[config.mk]
export PLATFORM = sky130hd
export DESIGN_NAME = bacd_datapath
export DESIGN_NICKNAME = d
export VERILOG_FILES = /design/src/rtl/bacd_pkg.sv /design/src/rtl/bacd_word_mem.sv /design/src/rtl/bacd_datapath.sv
export SDC_FILE = /design/constraint.sdc
export NUM_CORES = 1
export LEC_CHECK = 0
export BUFFER_PORTS_ARGS = -buffer_cell sky130_fd_sc_hd__buf_2
export CORE_UTILIZATION = 57
export CTS_BUF_LIST = sky130_fd_sc_hd__clkbuf_8 sky130_fd_sc_hd__clkbuf_16
export DETAILED_ROUTE_END_ITERATION = 8
export PLACE_DENSITY_LB_ADDON = 0.1
export SLEW_MARGIN = 15
export SYNTH_ARGS = -nofsm -noshare
export SYNTH_HDL_FRONTEND = slang
export SYNTH_HIERARCHICAL = 1
export SYNTH_SLANG_ARGS = --single-unit
[constraint.sdc]
create_clock -name clk -period 5.89 [get_ports clk]
set_input_delay 1.178 -clock clk [delete_from_list [all_inputs] [get_ports clk]]
set_output_delay 1.178 -clock clk [all_outputs]
set_load 0.05 [all_outputs]
[src/rtl/bacd_pkg.sv]
/*
  Shared constants and carrier types for the bit, arithmetic and compare
  datapath: default operand geometry, fixed selection constants and the
  packed bundle of one-bit relational and logical results.
  Assumes nothing of its surroundings; it is compiled before every module.
*/

package bacd_pkg;

  // ---------------------------------------------------------------------
  // Default operand geometry
  // ---------------------------------------------------------------------
  localparam int DEF_WIDTH     = 8;
  localparam int DEF_SIGNED    = 0;
  localparam int DEF_SHIFT     = 1;
  localparam int DEF_TAKE      = 4;
  localparam int DEF_DROP      = 4;

  // ---------------------------------------------------------------------
  // Default fixed selection constants
  // ---------------------------------------------------------------------
  localparam int DEF_BIT_IDX   = 4;
  localparam int DEF_RANGE_HI  = 7;
  localparam int DEF_RANGE_LO  = 3;
  localparam int DEF_MEM_DEPTH = 23;
  localparam int DEF_ARR_DEPTH = 4;
  localparam int DEF_ARR_IDX   = 2;

  // Lowest bit position of any operand.
  localparam int LSB_POS       = 0;

  // ---------------------------------------------------------------------
  // One-bit results of compares and logical operators
  // ---------------------------------------------------------------------
  typedef struct packed {
    logic eq;
    logic ne;
    logic lt;
    logic gt;
    logic le;
    logic ge;
    logic nz;
    logic land;
    logic lor;
    logic lnot;
  } bacd_flags_t;

  localparam bacd_flags_t FLAGS_RST = '0;

endpackage : bacd_pkg

[src/rtl/bacd_word_mem.sv]
/*
  Small on-chip word memory: one synchronous write port and one
  asynchronous read port, so a word read can be bit-selected in the same
  cycle as the rest of the expression.
  Assumes at most one read address per cycle and a caller on the same clock.
*/

`timescale 1ns/100ps
`default_nettype none

module bacd_word_mem #(
  parameter int WIDTH = bacd_pkg::DEF_WIDTH,
  parameter int DEPTH = bacd_pkg::DEF_MEM_DEPTH,
  parameter int AW    = (DEPTH > 1) ? $clog2(DEPTH) : 1
) (
  // Clock
  input  wire logic             clk,
  // Write port
  input  wire logic             wr_en,
  input  wire logic [AW-1:0]    wr_addr,
  input  wire logic [WIDTH-1:0] wr_data,
  // Read port
  input  wire logic [AW-1:0]    rd_addr,
  output logic      [WIDTH-1:0] rd_data
);

  // ---------------------------------------------------------------------
  // Storage
  // ---------------------------------------------------------------------
  // Contents are not reset: a real block RAM cannot clear itself either.
  logic [WIDTH-1:0] mem_q [DEPTH];

  always_ff @(posedge clk) begin
    if (wr_en && (int'(wr_addr) < DEPTH)) begin
      mem_q[wr_addr] <= wr_data;
    end
  end

  // Out-of-range addresses read as zero rather than as an unknown word.
  always_comb begin
    if (int'(rd_addr) < DEPTH) begin
      rd_data = mem_q[rd_addr];
    end else begin
      rd_data = '0;
    end
  end

endmodule : bacd_word_mem

`default_nettype wire

[src/rtl/bacd_datapath.sv]
/*
  Expression datapath: constant shifts, take and drop of low bits,
  concatenation, bit and range selection on operands, memory words and
  register array elements, width query, wrapping add, subtract and
  multiply with full-width sum and product, relational compares and one-bit
  logical operators.
  Assumes operands come from logic on the same clock; all operators are
  evaluated in one combinational level and the result bank captures them
  on the next edge, as an assignment would.
*/
//
// Contract
// - Constant shifts keep the input width; bits shifted out are lost.
// - Right shift fills zeros when unsigned, copies of the top bit when signed.
// - Shift, take, drop counts and bit indices are elaboration constants.
// - Take returns only the n lowest bits of the operand.
// - Drop returns all bits except the n lowest, so it is narrower.
// - Concatenation width is the sum; left operand forms the upper bits.
// - Bit 0 is the lowest bit, bit width minus one the highest.
// - A range is upper then lower bound, inclusive, as wide as its span.
// - Bit and range selection also work on memory words and array elements.
// - Width query is a constant usable as a fixed count, e.g. for take.
// - Only add, subtract and multiply; no run-time divider is built.
// - Arithmetic operands must match in width and signedness at elaboration.
// - Arithmetic results keep operand width and wrap, losing carries.
// - Full carry or product comes from zero-extending operands first.
// - Evaluation follows C precedence: product before sum unless grouped.
// - Compares take equal widths and give one unsigned bit, 1 when true.
// - Compares are both signed or both unsigned; mixed pairs are refused.
// - A multi-bit value used as a condition is true when non-zero.
// - Logical and, or, not take and give one-bit unsigned values.
// - Wider logical inputs are first reduced by a compare with zero.
// - Operators are combinational and add no clock cycles of their own.

`timescale 1ns/100ps
`default_nettype none

module bacd_datapath #(
  parameter int WIDTH     = bacd_pkg::DEF_WIDTH,
  parameter int A_SIGNED  = bacd_pkg::DEF_SIGNED,
  parameter int B_SIGNED  = bacd_pkg::DEF_SIGNED,
  parameter int B_WIDTH   = bacd_pkg::DEF_WIDTH,
  parameter int SHIFT     = bacd_pkg::DEF_SHIFT,
  parameter int TAKE_N    = bacd_pkg::DEF_TAKE,
  parameter int DROP_N    = bacd_pkg::DEF_DROP,
  parameter int BIT_IDX   = bacd_pkg::DEF_BIT_IDX,
  parameter int RANGE_HI  = bacd_pkg::DEF_RANGE_HI,
  parameter int RANGE_LO  = bacd_pkg::DEF_RANGE_LO,
  parameter int MEM_DEPTH = bacd_pkg::DEF_MEM_DEPTH,
  parameter int ARR_DEPTH = bacd_pkg::DEF_ARR_DEPTH,
  parameter int ARR_IDX   = bacd_pkg::DEF_ARR_IDX,
  parameter int MAW       = (MEM_DEPTH > 1) ? $clog2(MEM_DEPTH) : 1,
  parameter int RW        = RANGE_HI - RANGE_LO + 1,
  parameter int DW        = WIDTH - DROP_N
) (
  // Clock and reset
  input  wire logic             clk,
  input  wire logic             srst,
  // Operands
  input  wire logic [WIDTH-1:0] op_a,
  input  wire logic [WIDTH-1:0] op_b,
  input  wire logic [WIDTH-1:0] op_c,
  input  wire logic             cond_in,
  // Word memory ports
  input  wire logic             mem_wr_en,
  input  wire logic [MAW-1:0]   mem_wr_addr,
  input  wire logic [WIDTH-1:0] mem_wr_data,
  input  wire logic [MAW-1:0]   mem_rd_addr,
  // Register array load: shifts op_a into element zero
  input  wire logic             arr_load,
  // Bit manipulation results
  output logic [WIDTH-1:0]      res_shl,
  output logic [WIDTH-1:0]      res_shr,
  output logic [TAKE_N-1:0]     res_take,
  output logic [DW-1:0]         res_drop,
  output logic [2*WIDTH-1:0]    res_cat,
  output logic                  res_bit,
  output logic [RW-1:0]         res_range,
  output logic                  res_mem_bit,
  output logic [RW-1:0]         res_mem_range,
  output logic                  res_arr_bit,
  output logic [RW-1:0]         res_arr_range,
  output logic [WIDTH-1:0]      res_wtake,
  // Arithmetic results
  output logic [WIDTH-1:0]      res_sum,
  output logic [WIDTH-1:0]      res_diff,
  output logic [WIDTH-1:0]      res_prod,
  output logic [WIDTH-1:0]      res_prec,
  output logic [WIDTH:0]        res_sum_full,
  output logic [2*WIDTH-1:0]    res_prod_full,
  // Relational and logical results
  output bacd_pkg::bacd_flags_t res_flags
);

  // ---------------------------------------------------------------------
  // Elaboration checks
  // ---------------------------------------------------------------------
  // All counts are parameters, so nothing run-time can steer a shift,
  // a take, a drop or a bit index.
  if (B_WIDTH != WIDTH) begin : g_bad_width
    $error("bacd_datapath: operand widths differ");
  end
  if (A_SIGNED != B_SIGNED) begin : g_bad_sign
    $error("bacd_datapath: operand signedness differs");
  end
  if (SHIFT < 0 || SHIFT > WIDTH) begin : g_bad_shift
    $error("bacd_datapath: shift distance out of range");
  end
  if (TAKE_N < 1 || TAKE_N > WIDTH) begin : g_bad_take
    $error("bacd_datapath: take count out of range");
  end
  if (DROP_N < 0 || DROP_N >= WIDTH) begin : g_bad_drop
    $error("bacd_datapath: drop count out of range");
  end
  if (BIT_IDX < bacd_pkg::LSB_POS || BIT_IDX >= WIDTH) begin : g_bad_bit
    $error("bacd_datapath: bit index out of range");
  end
  if (RANGE_LO < bacd_pkg::LSB_POS || RANGE_HI >= WIDTH || RANGE_HI < RANGE_LO)
  begin : g_bad_range
    $error("bacd_datapath: bit range must be upper:lower within width");
  end
  if (ARR_DEPTH < 1 || ARR_IDX < 0 || ARR_IDX >= ARR_DEPTH) begin : g_bad_arr
    $error("bacd_datapath: array element index out of range");
  end
  // Derived widths are parameters only for the port list; they must agree.
  if (MEM_DEPTH < 1 || MAW < 1 || (2 ** MAW) < MEM_DEPTH) begin : g_bad_mem
    $error("bacd_datapath: memory depth does not fit its address");
  end
  if (RW != RANGE_HI - RANGE_LO + 1) begin : g_bad_rw
    $error("bacd_datapath: range width disagrees with its bounds");
  end
  if (DW != WIDTH - DROP_N) begin : g_bad_dw
    $error("bacd_datapath: drop width disagrees with the drop count");
  end

  // Width query: a constant, then reused as a take count.
  localparam int A_WIDTH = $bits(op_a);

  // ---------------------------------------------------------------------
  // State
  // ---------------------------------------------------------------------
  typedef struct packed {
    logic [ARR_DEPTH-1:0][WIDTH-1:0] arr;
    logic [WIDTH-1:0]                shl;
    logic [WIDTH-1:0]                shr;
    logic [TAKE_N-1:0]               take;
    logic [DW-1:0]                   drop;
    logic [2*WIDTH-1:0]              cat;
    logic                            bsel;
    logic [RW-1:0]                   rsel;
    logic                            mbit;
    logic [RW-1:0]                   mrange;
    logic                            abit;
    logic [RW-1:0]                   arange;
    logic [WIDTH-1:0]                wtake;
    logic [WIDTH-1:0]                sum;
    logic [WIDTH-1:0]                diff;
    logic [WIDTH-1:0]                prod;
    logic [WIDTH-1:0]                prec;
    logic [WIDTH:0]                  sum_full;
    logic [2*WIDTH-1:0]              prod_full;
    bacd_pkg::bacd_flags_t           flags;
  } bacd_state_t;

  bacd_state_t      state_r;
  bacd_state_t      state_nxt;
  logic [WIDTH-1:0] mem_word;

  // ---------------------------------------------------------------------
  // Word memory
  // ---------------------------------------------------------------------
  bacd_word_mem #(
    .WIDTH (WIDTH),
    .DEPTH (MEM_DEPTH),
    .AW    (MAW)
  ) u_mem (
    .clk     (clk),
    .wr_en   (mem_wr_en),
    .wr_addr (mem_wr_addr),
    .wr_data (mem_wr_data),
    .rd_addr (mem_rd_addr),
    .rd_data (mem_word)
  );

  // ---------------------------------------------------------------------
  // Operator network
  // ---------------------------------------------------------------------
  // Everything below is one combinational level; the only register is the
  // result bank, which stands in for the destination of an assignment.
  // Deep expressions lengthen this path, not the latency.
  always_comb begin
    logic [2*WIDTH-1:0] cat_v;
    logic [WIDTH-1:0]   elem_v;
    logic               a_nz;
    cat_v  = {op_a, op_b};
    elem_v = state_r.arr[ARR_IDX];
    a_nz   = (op_a != '0);

    state_nxt = state_r;

    // Register array: element zero takes op_a, the rest move up by one.
    // Indices stay constants, so a word loaded now reaches element ARR_IDX
    // only after ARR_IDX further loads.
    if (arr_load) begin
      for (int k = ARR_DEPTH - 1; k > 0; k--) begin
        state_nxt.arr[k] = state_r.arr[k - 1];
      end
      state_nxt.arr[0] = op_a;
    end

    // Shifts stay WIDTH wide; bits pushed past either end are lost.
    state_nxt.shl = op_a << SHIFT;
    if (A_SIGNED != 0) begin
      // Arithmetic shift replicates the two's complement sign bit.
      state_nxt.shr = WIDTH'($signed(op_a) >>> SHIFT);
    end else begin
      state_nxt.shr = op_a >> SHIFT;
    end

    state_nxt.take  = op_a[TAKE_N-1:0];
    state_nxt.drop  = op_a[WIDTH-1:DROP_N];
    state_nxt.cat   = cat_v;
    state_nxt.wtake = cat_v[A_WIDTH-1:0];

    // Selections on the operand, the memory word and the array element.
    state_nxt.bsel   = op_a[BIT_IDX];
    state_nxt.rsel   = op_a[RANGE_HI:RANGE_LO];
    state_nxt.mbit   = mem_word[BIT_IDX];
    state_nxt.mrange = mem_word[RANGE_HI:RANGE_LO];
    state_nxt.abit   = elem_v[BIT_IDX];
    state_nxt.arange = elem_v[RANGE_HI:RANGE_LO];

    // Add, subtract and multiply only; no divider is built.
    // Two's complement makes the wrapped bits the same for either sign.
    state_nxt.sum  = op_a + op_b;
    state_nxt.diff = op_a - op_b;
    state_nxt.prod = op_a * op_b;
    state_nxt.prec = op_a + op_b * op_c;

    // Extending by zeros first keeps the carry and the full product.
    state_nxt.sum_full  = {1'b0, op_a} + {1'b0, op_b};
    state_nxt.prod_full = {{WIDTH{1'b0}}, op_a} * {{WIDTH{1'b0}}, op_b};

    // Compares give a single unsigned bit each.
    state_nxt.flags.eq = (op_a == op_b);
    state_nxt.flags.ne = (op_a != op_b);
    if (A_SIGNED != 0) begin
      state_nxt.flags.lt = ($signed(op_a) <  $signed(op_b));
      state_nxt.flags.gt = ($signed(op_a) >  $signed(op_b));
      state_nxt.flags.le = ($signed(op_a) <= $signed(op_b));
      state_nxt.flags.ge = ($signed(op_a) >= $signed(op_b));
    end else begin
      state_nxt.flags.lt = (op_a <  op_b);
      state_nxt.flags.gt = (op_a >  op_b);
      state_nxt.flags.le = (op_a <= op_b);
      state_nxt.flags.ge = (op_a >= op_b);
    end

    // Logical operators work on one-bit values; op_a is reduced first.
    state_nxt.flags.nz   = a_nz;
    state_nxt.flags.land = a_nz & cond_in;
    state_nxt.flags.lor  = a_nz | cond_in;
    state_nxt.flags.lnot = ~a_nz;
  end

  // ---------------------------------------------------------------------
  // Result bank
  // ---------------------------------------------------------------------
  always_ff @(posedge clk) begin
    if (srst) begin
      state_r <= '0;
    end else begin
      state_r <= state_nxt;
    end
  end

  // ---------------------------------------------------------------------
  // Outputs
  // ---------------------------------------------------------------------
  assign res_shl       = state_r.shl;
  assign res_shr       = state_r.shr;
  assign res_take      = state_r.take;
  assign res_drop      = state_r.drop;
  assign res_cat       = state_r.cat;
  assign res_bit       = state_r.bsel;
  assign res_range     = state_r.rsel;
  assign res_mem_bit   = state_r.mbit;
  assign res_mem_range = state_r.mrange;
  assign res_arr_bit   = state_r.abit;
  assign res_arr_range = state_r.arange;
  assign res_wtake     = state_r.wtake;
  assign res_sum       = state_r.sum;
  assign res_diff      = state_r.diff;
  assign res_prod      = state_r.prod;
  assign res_prec      = state_r.prec;
  assign res_sum_full  = state_r.sum_full;
  assign res_prod_full = state_r.prod_full;
  assign res_flags     = state_r.flags;

endmodule : bacd_datapath

`default_nettype wire

### After elaboration in Yosys (flattened, before gate mapping)

Memory sizes are Yosys's and may differ from the RTL's.
Cells that the tools add are included.

* output and inout bits: 133
* input bits: 47
* logic and storage cells: 59
* RAM bits: 184
* memories kept: 1
* bits in registers: 156

* $lt $le $gt $ge: 6
* bitwise operators: 4
* eq/ne operators: 2
* mux-type cells: 3
* $add $sub $neg: 4
* reductions and logical operators: 3
* multipliers: 3

Memory list
* u_mem.mem_q: words 23, width 8, read ports 1, clocked after memory_dff 0, wr ports 1, line bacd_word_mem.sv:31 `logic [WIDTH-1:0] mem_q [DEPTH];`

Operator list (number)
* 8-bit adder: 2
* 8-bit by 8-bit multiplier with 16-bit output: 1
* 8-bit by 8-bit multiplier with 8-bit output: 2
* 5-bit less-than comparator, second input constant: 2
* 8-bit by 8-bit adder with 9-bit output: 1
* 8-bit equality test: 1
* 8-bit >= comparator: 1
* 8-bit > comparator: 1
* 8-bit <= comparator: 1
* 8-bit less-than comparator: 1
* 8-bit != test: 1
* 8-bit nonzero test: 1
* 8-bit subtractor: 1
* 5-bit two-way mux: 1
* 1-bit two-way mux: 2
* 1-bit NOT: 2
* 2-bit OR reduction: 1
* 1-bit bitwise AND: 1
* 1-bit logical AND: 1
* 1-bit OR: 1

### Depth between registers and ports, before layout

* depth after elaboration: 4
* depth in mapped cells: 18

### Hierarchy

The synthesis kept the hierarchy.

By module, submodules not included
* bacd_word_mem: area an instance 7432.1 um^2, instances 1, sequential area each 5525.3 um^2, cells an instance 378
* bacd_datapath: area an instance 7179.4 um^2, instances 1, sequential area each 1821.7 um^2, cells an instance 797

### Worst setup path after synthesis

Ideal clock, no wire load.

* path kind: input port to flip-flop
* from: input port op_b[2]
* to: register state_r, in the netlist res_prod_full[11]
* library setup time: 0.123 ns
* path buffers: 1
* data arrival time: 4.778 ns
* path slack: 0.988 ns
* stages: 16
* cell sequence: buf_2 > inv_1 > nor2_1 > fa_1 > inv_1 > fa_1 > fa_1 > fa_1 > inv_1 > ha_1 > o21ai_1 > a21oi_2 > nor3_1 > o21ai_1 > a21oi_1 > mux2_1

* cells in the longest elaborated chain, start to end: 1

RTL lines
* start, declared: line bacd_datapath.sv:61 `input wire logic [WIDTH-1:0] op_b,`
* 8-bit by 8-bit multiplier with 16-bit output: line bacd_datapath.sv:242 `state_nxt.prod_full = {{WIDTH{1'b0}}, op_a} * {{WIDTH{1'b0}}, op_b};`
* end signal, assigned: line bacd_datapath.sv:273 `state_r <= state_nxt;`
* end, declared: line bacd_datapath.sv:165 `bacd_state_t state_r;`

Every way passes these cells.
A chain may end at the register's enable or synchronous reset.

### Worst setup path in the final report

* from: input port op_a[3]
* to: register state_r, in the netlist res_prod_full[15]

* cells in the longest elaborated chain, start to end: 1

RTL lines
* start, declared: line bacd_datapath.sv:60 `input wire logic [WIDTH-1:0] op_a,`
* 8-bit by 8-bit multiplier with 16-bit output: line bacd_datapath.sv:242

Every way passes these cells.

==> impl_metrics.csv <==
group,metric,value,unit
timing,setup_viol,0,
yosys,syn_avg_cell_area,11.38,um^2
routing,top_layer,"met4",
timing,slew_headroom,34.53,%
clock_network,clk_pin_slew,0.06,ns
global_route,grt_pass1_wl,37610,um
yosys,synth_warnings,6,
floorplanning,start_util,58.53,%
timing,fin_crit,4.787,ns
clock_network,clk-insertion-delay-late,0.52,ns
setup_path,critPathArrivalTime,5.16,ns
timing,finClkSkew,0.006208,ns
routing,drt-pass1-iter-count,5,
global_route,grt_max_degree,94,
pwr,leakage,5.654,nW
cells_and_area,diodes,0,
timing,setup_slack,1.103,ns
floorplanning,die_h,146.8,um
yosys,syn-cell-area,11960,um^2
cells_and_area,utilization,62.18,%
timing,slew_viol_final,0,
routing,wl_met1,11520,um
routing,routed_wl,23590,um
global_route,antenna_found_initial,0,
pwr,power.density,350.8,nW/um^2
cells_and_area,syn_to_final_growth,6.226,%
routing,ant_nets,0,
setup_path,required,6.26,ns
place,dp_hpwl,17090,um
cells_and_area,drive_gt1_share,23.82,%
routing,vias,7175,
routing,drc_errors,0,
routing,met2WireLength,10240,um
yosys,synthCells,1051,
setup_path,crit_path_max_fanout,6,
place,post-place-ws,0.5736,ns
floorplanning,core_area,20430,um^2
global_route,track_usage,22.53,%
timing,period_share,81.27,%
floorplanning,fp.dieW,146.8,um
timing,setup_tns,0,ns
floorplanning,io-pin-count,180,
routing,met3_length,1520,um
run_status,status,"complete, no violations",
clock_network,cts-buffers-inserted,22,
floorplanning,die_area,21560,um^2
timing,max_freq,208.9,MHz
place,port_buffers,174,
setup_path,crit_path_end_kind,"flip-flop",
clock_network,clockBufferDepth,3,
setup_path,crit_type,"input port to flip-flop",
clock_network,holdBufCountCts,0,
routing,drt_iter0_markers,404,
clock_network,cts.htree.levels,1,
global_route,grt_pass1_vias,6862,
timing,rsz0062_at_grt,"no",
setup_path,crit_path_start_kind,"input port",
cells_and_area,nets,1256,
clock_network,post_cts_buffers,0,
place,place_area,11990,um^2
clock_network,root_buffer,"clkbuf_16",
routing,via_per_inst,5.237,
clock_network,cts_resized,0,
place,place_congestion,0.8240,
global_route,globalRoute.totalOverflow,0,
pwr,peakVddDrop,0.0003690,V
routing,wire_per_inst,17.22,um
flow_run,drv_cap,0,
timing,final_hold_viol_count,0,
clock_network,cts_sinks,206,
min_path,hp-class,"flip-flop to flip-flop",
cells_and_area,final_cell_area,12700,um^2
clock_network,cts_tree,"yes",
floorplanning,fp-row-count,52,
timing,tightest_slew,0.9745,ns
==> cells in the final DEF (no fill, tap or decap), types with 8 or more instances in the layout <==
cell	n
buf_2	174
nor2_1	122
edfxtp_1	115
inv_1	103
dfxtp_1	91
ha_1	69
fa_1	56
nand2_1	44
nor2b_1	33
and2_1	26
mux2i_1	24
xnor2_1	23
clkbuf_16	22
mux4_2	22
nor3_1	19
a21oi_1	17
nand2b_1	9
o21ai_0	8
clkinv_2	8
==> where the power goes <==
group / leakage (nW) / internal, mW / total [mW] / switching (mW)
Sequential: 1.79 / 1.61 / 1.64 / 0.0325
Combinational: 3.51 / 0.496 / 1.48 / 0.988
Clock: 0.359 / 0.760 / 1.33 / 0.571
==> state kept, by name, indices dropped and copies added (netlist names), 6 cells and up <==
signal / cells
res_prod_full: 9
u_mem/mem_q: 115
res_sum: 7
res_flags: 10
res_diff: 7
state_r: 10
res_cat: 8
res_shl: 6
res_prod: 7
res_prec: 8
==> through the flow <==
stage | total power, mW | hold slack [ns] | std cells
2_1_floorplan | 2.975 | 0.4374 | 1052
6_report | 4.456 | 0.4655 | 1370
3_3_place_gp | 3.146 | 0.4496 | 1330
4_1_cts | 4.506 | 0.4644 | 1370
3_5_place_dp | 3.153 | 0.4535 | 1330
5_1_grt | 4.711 | 0.4742 | 1370
==> final timing paths <==
kind	slack [ns]	cells past startpoint	endpoint	from
worst min register to register	0.47	1	res_arr_range[0]	state_nxt[75]
worst max-delay path	1.10	16	res_prod_full[15]	op_a[3]
worst min-delay path	0.47	1	res_arr_range[0]	state_nxt[75]
worst max register to register	3.87	5	res_mem_range[3]	u_mem/mem_q[2][6]
==> layout make-up <==
| type | instances | area, um^2 |
|---|---|---|
| fillers | 1666 | 7727 |
| flip-flops and latches | 206 | 5275 |
| multi-input cells | 569 | 5064 |
| repair buffers | 181 | 923.4 |
| clock buffers | 24 | 578.1 |
| inverters | 104 | 390.4 |
| well taps | 270 | 337.8 |
| clock inverters | 16 | 133.9 |
==> worst max-delay path, cell delays in order <==
cell and delay [ns]:
buf_2 0.18, clkinv_1 0.22, nor2_1 0.19, fa_1 0.47, fa_1 0.56, fa_1 0.55
inv_1 0.05, fa_1 0.53, inv_1 0.04, ha_1 0.34, o21ai_1 0.24, a21oi_1 0.12
o41ai_2 0.08, a31oi_1 0.17, xnor2_1 0.18, nor2_1 0.05
==> routing by layer <==
metal / track usage (%) / vias up
met2: 33.25 / 233
met5: 0 / -
met1: 34.95 / 3492
met4: 4.896 / 0
met3: 3.602 / 23
li1: - / 3427
(Power assumes the default switching activity.)
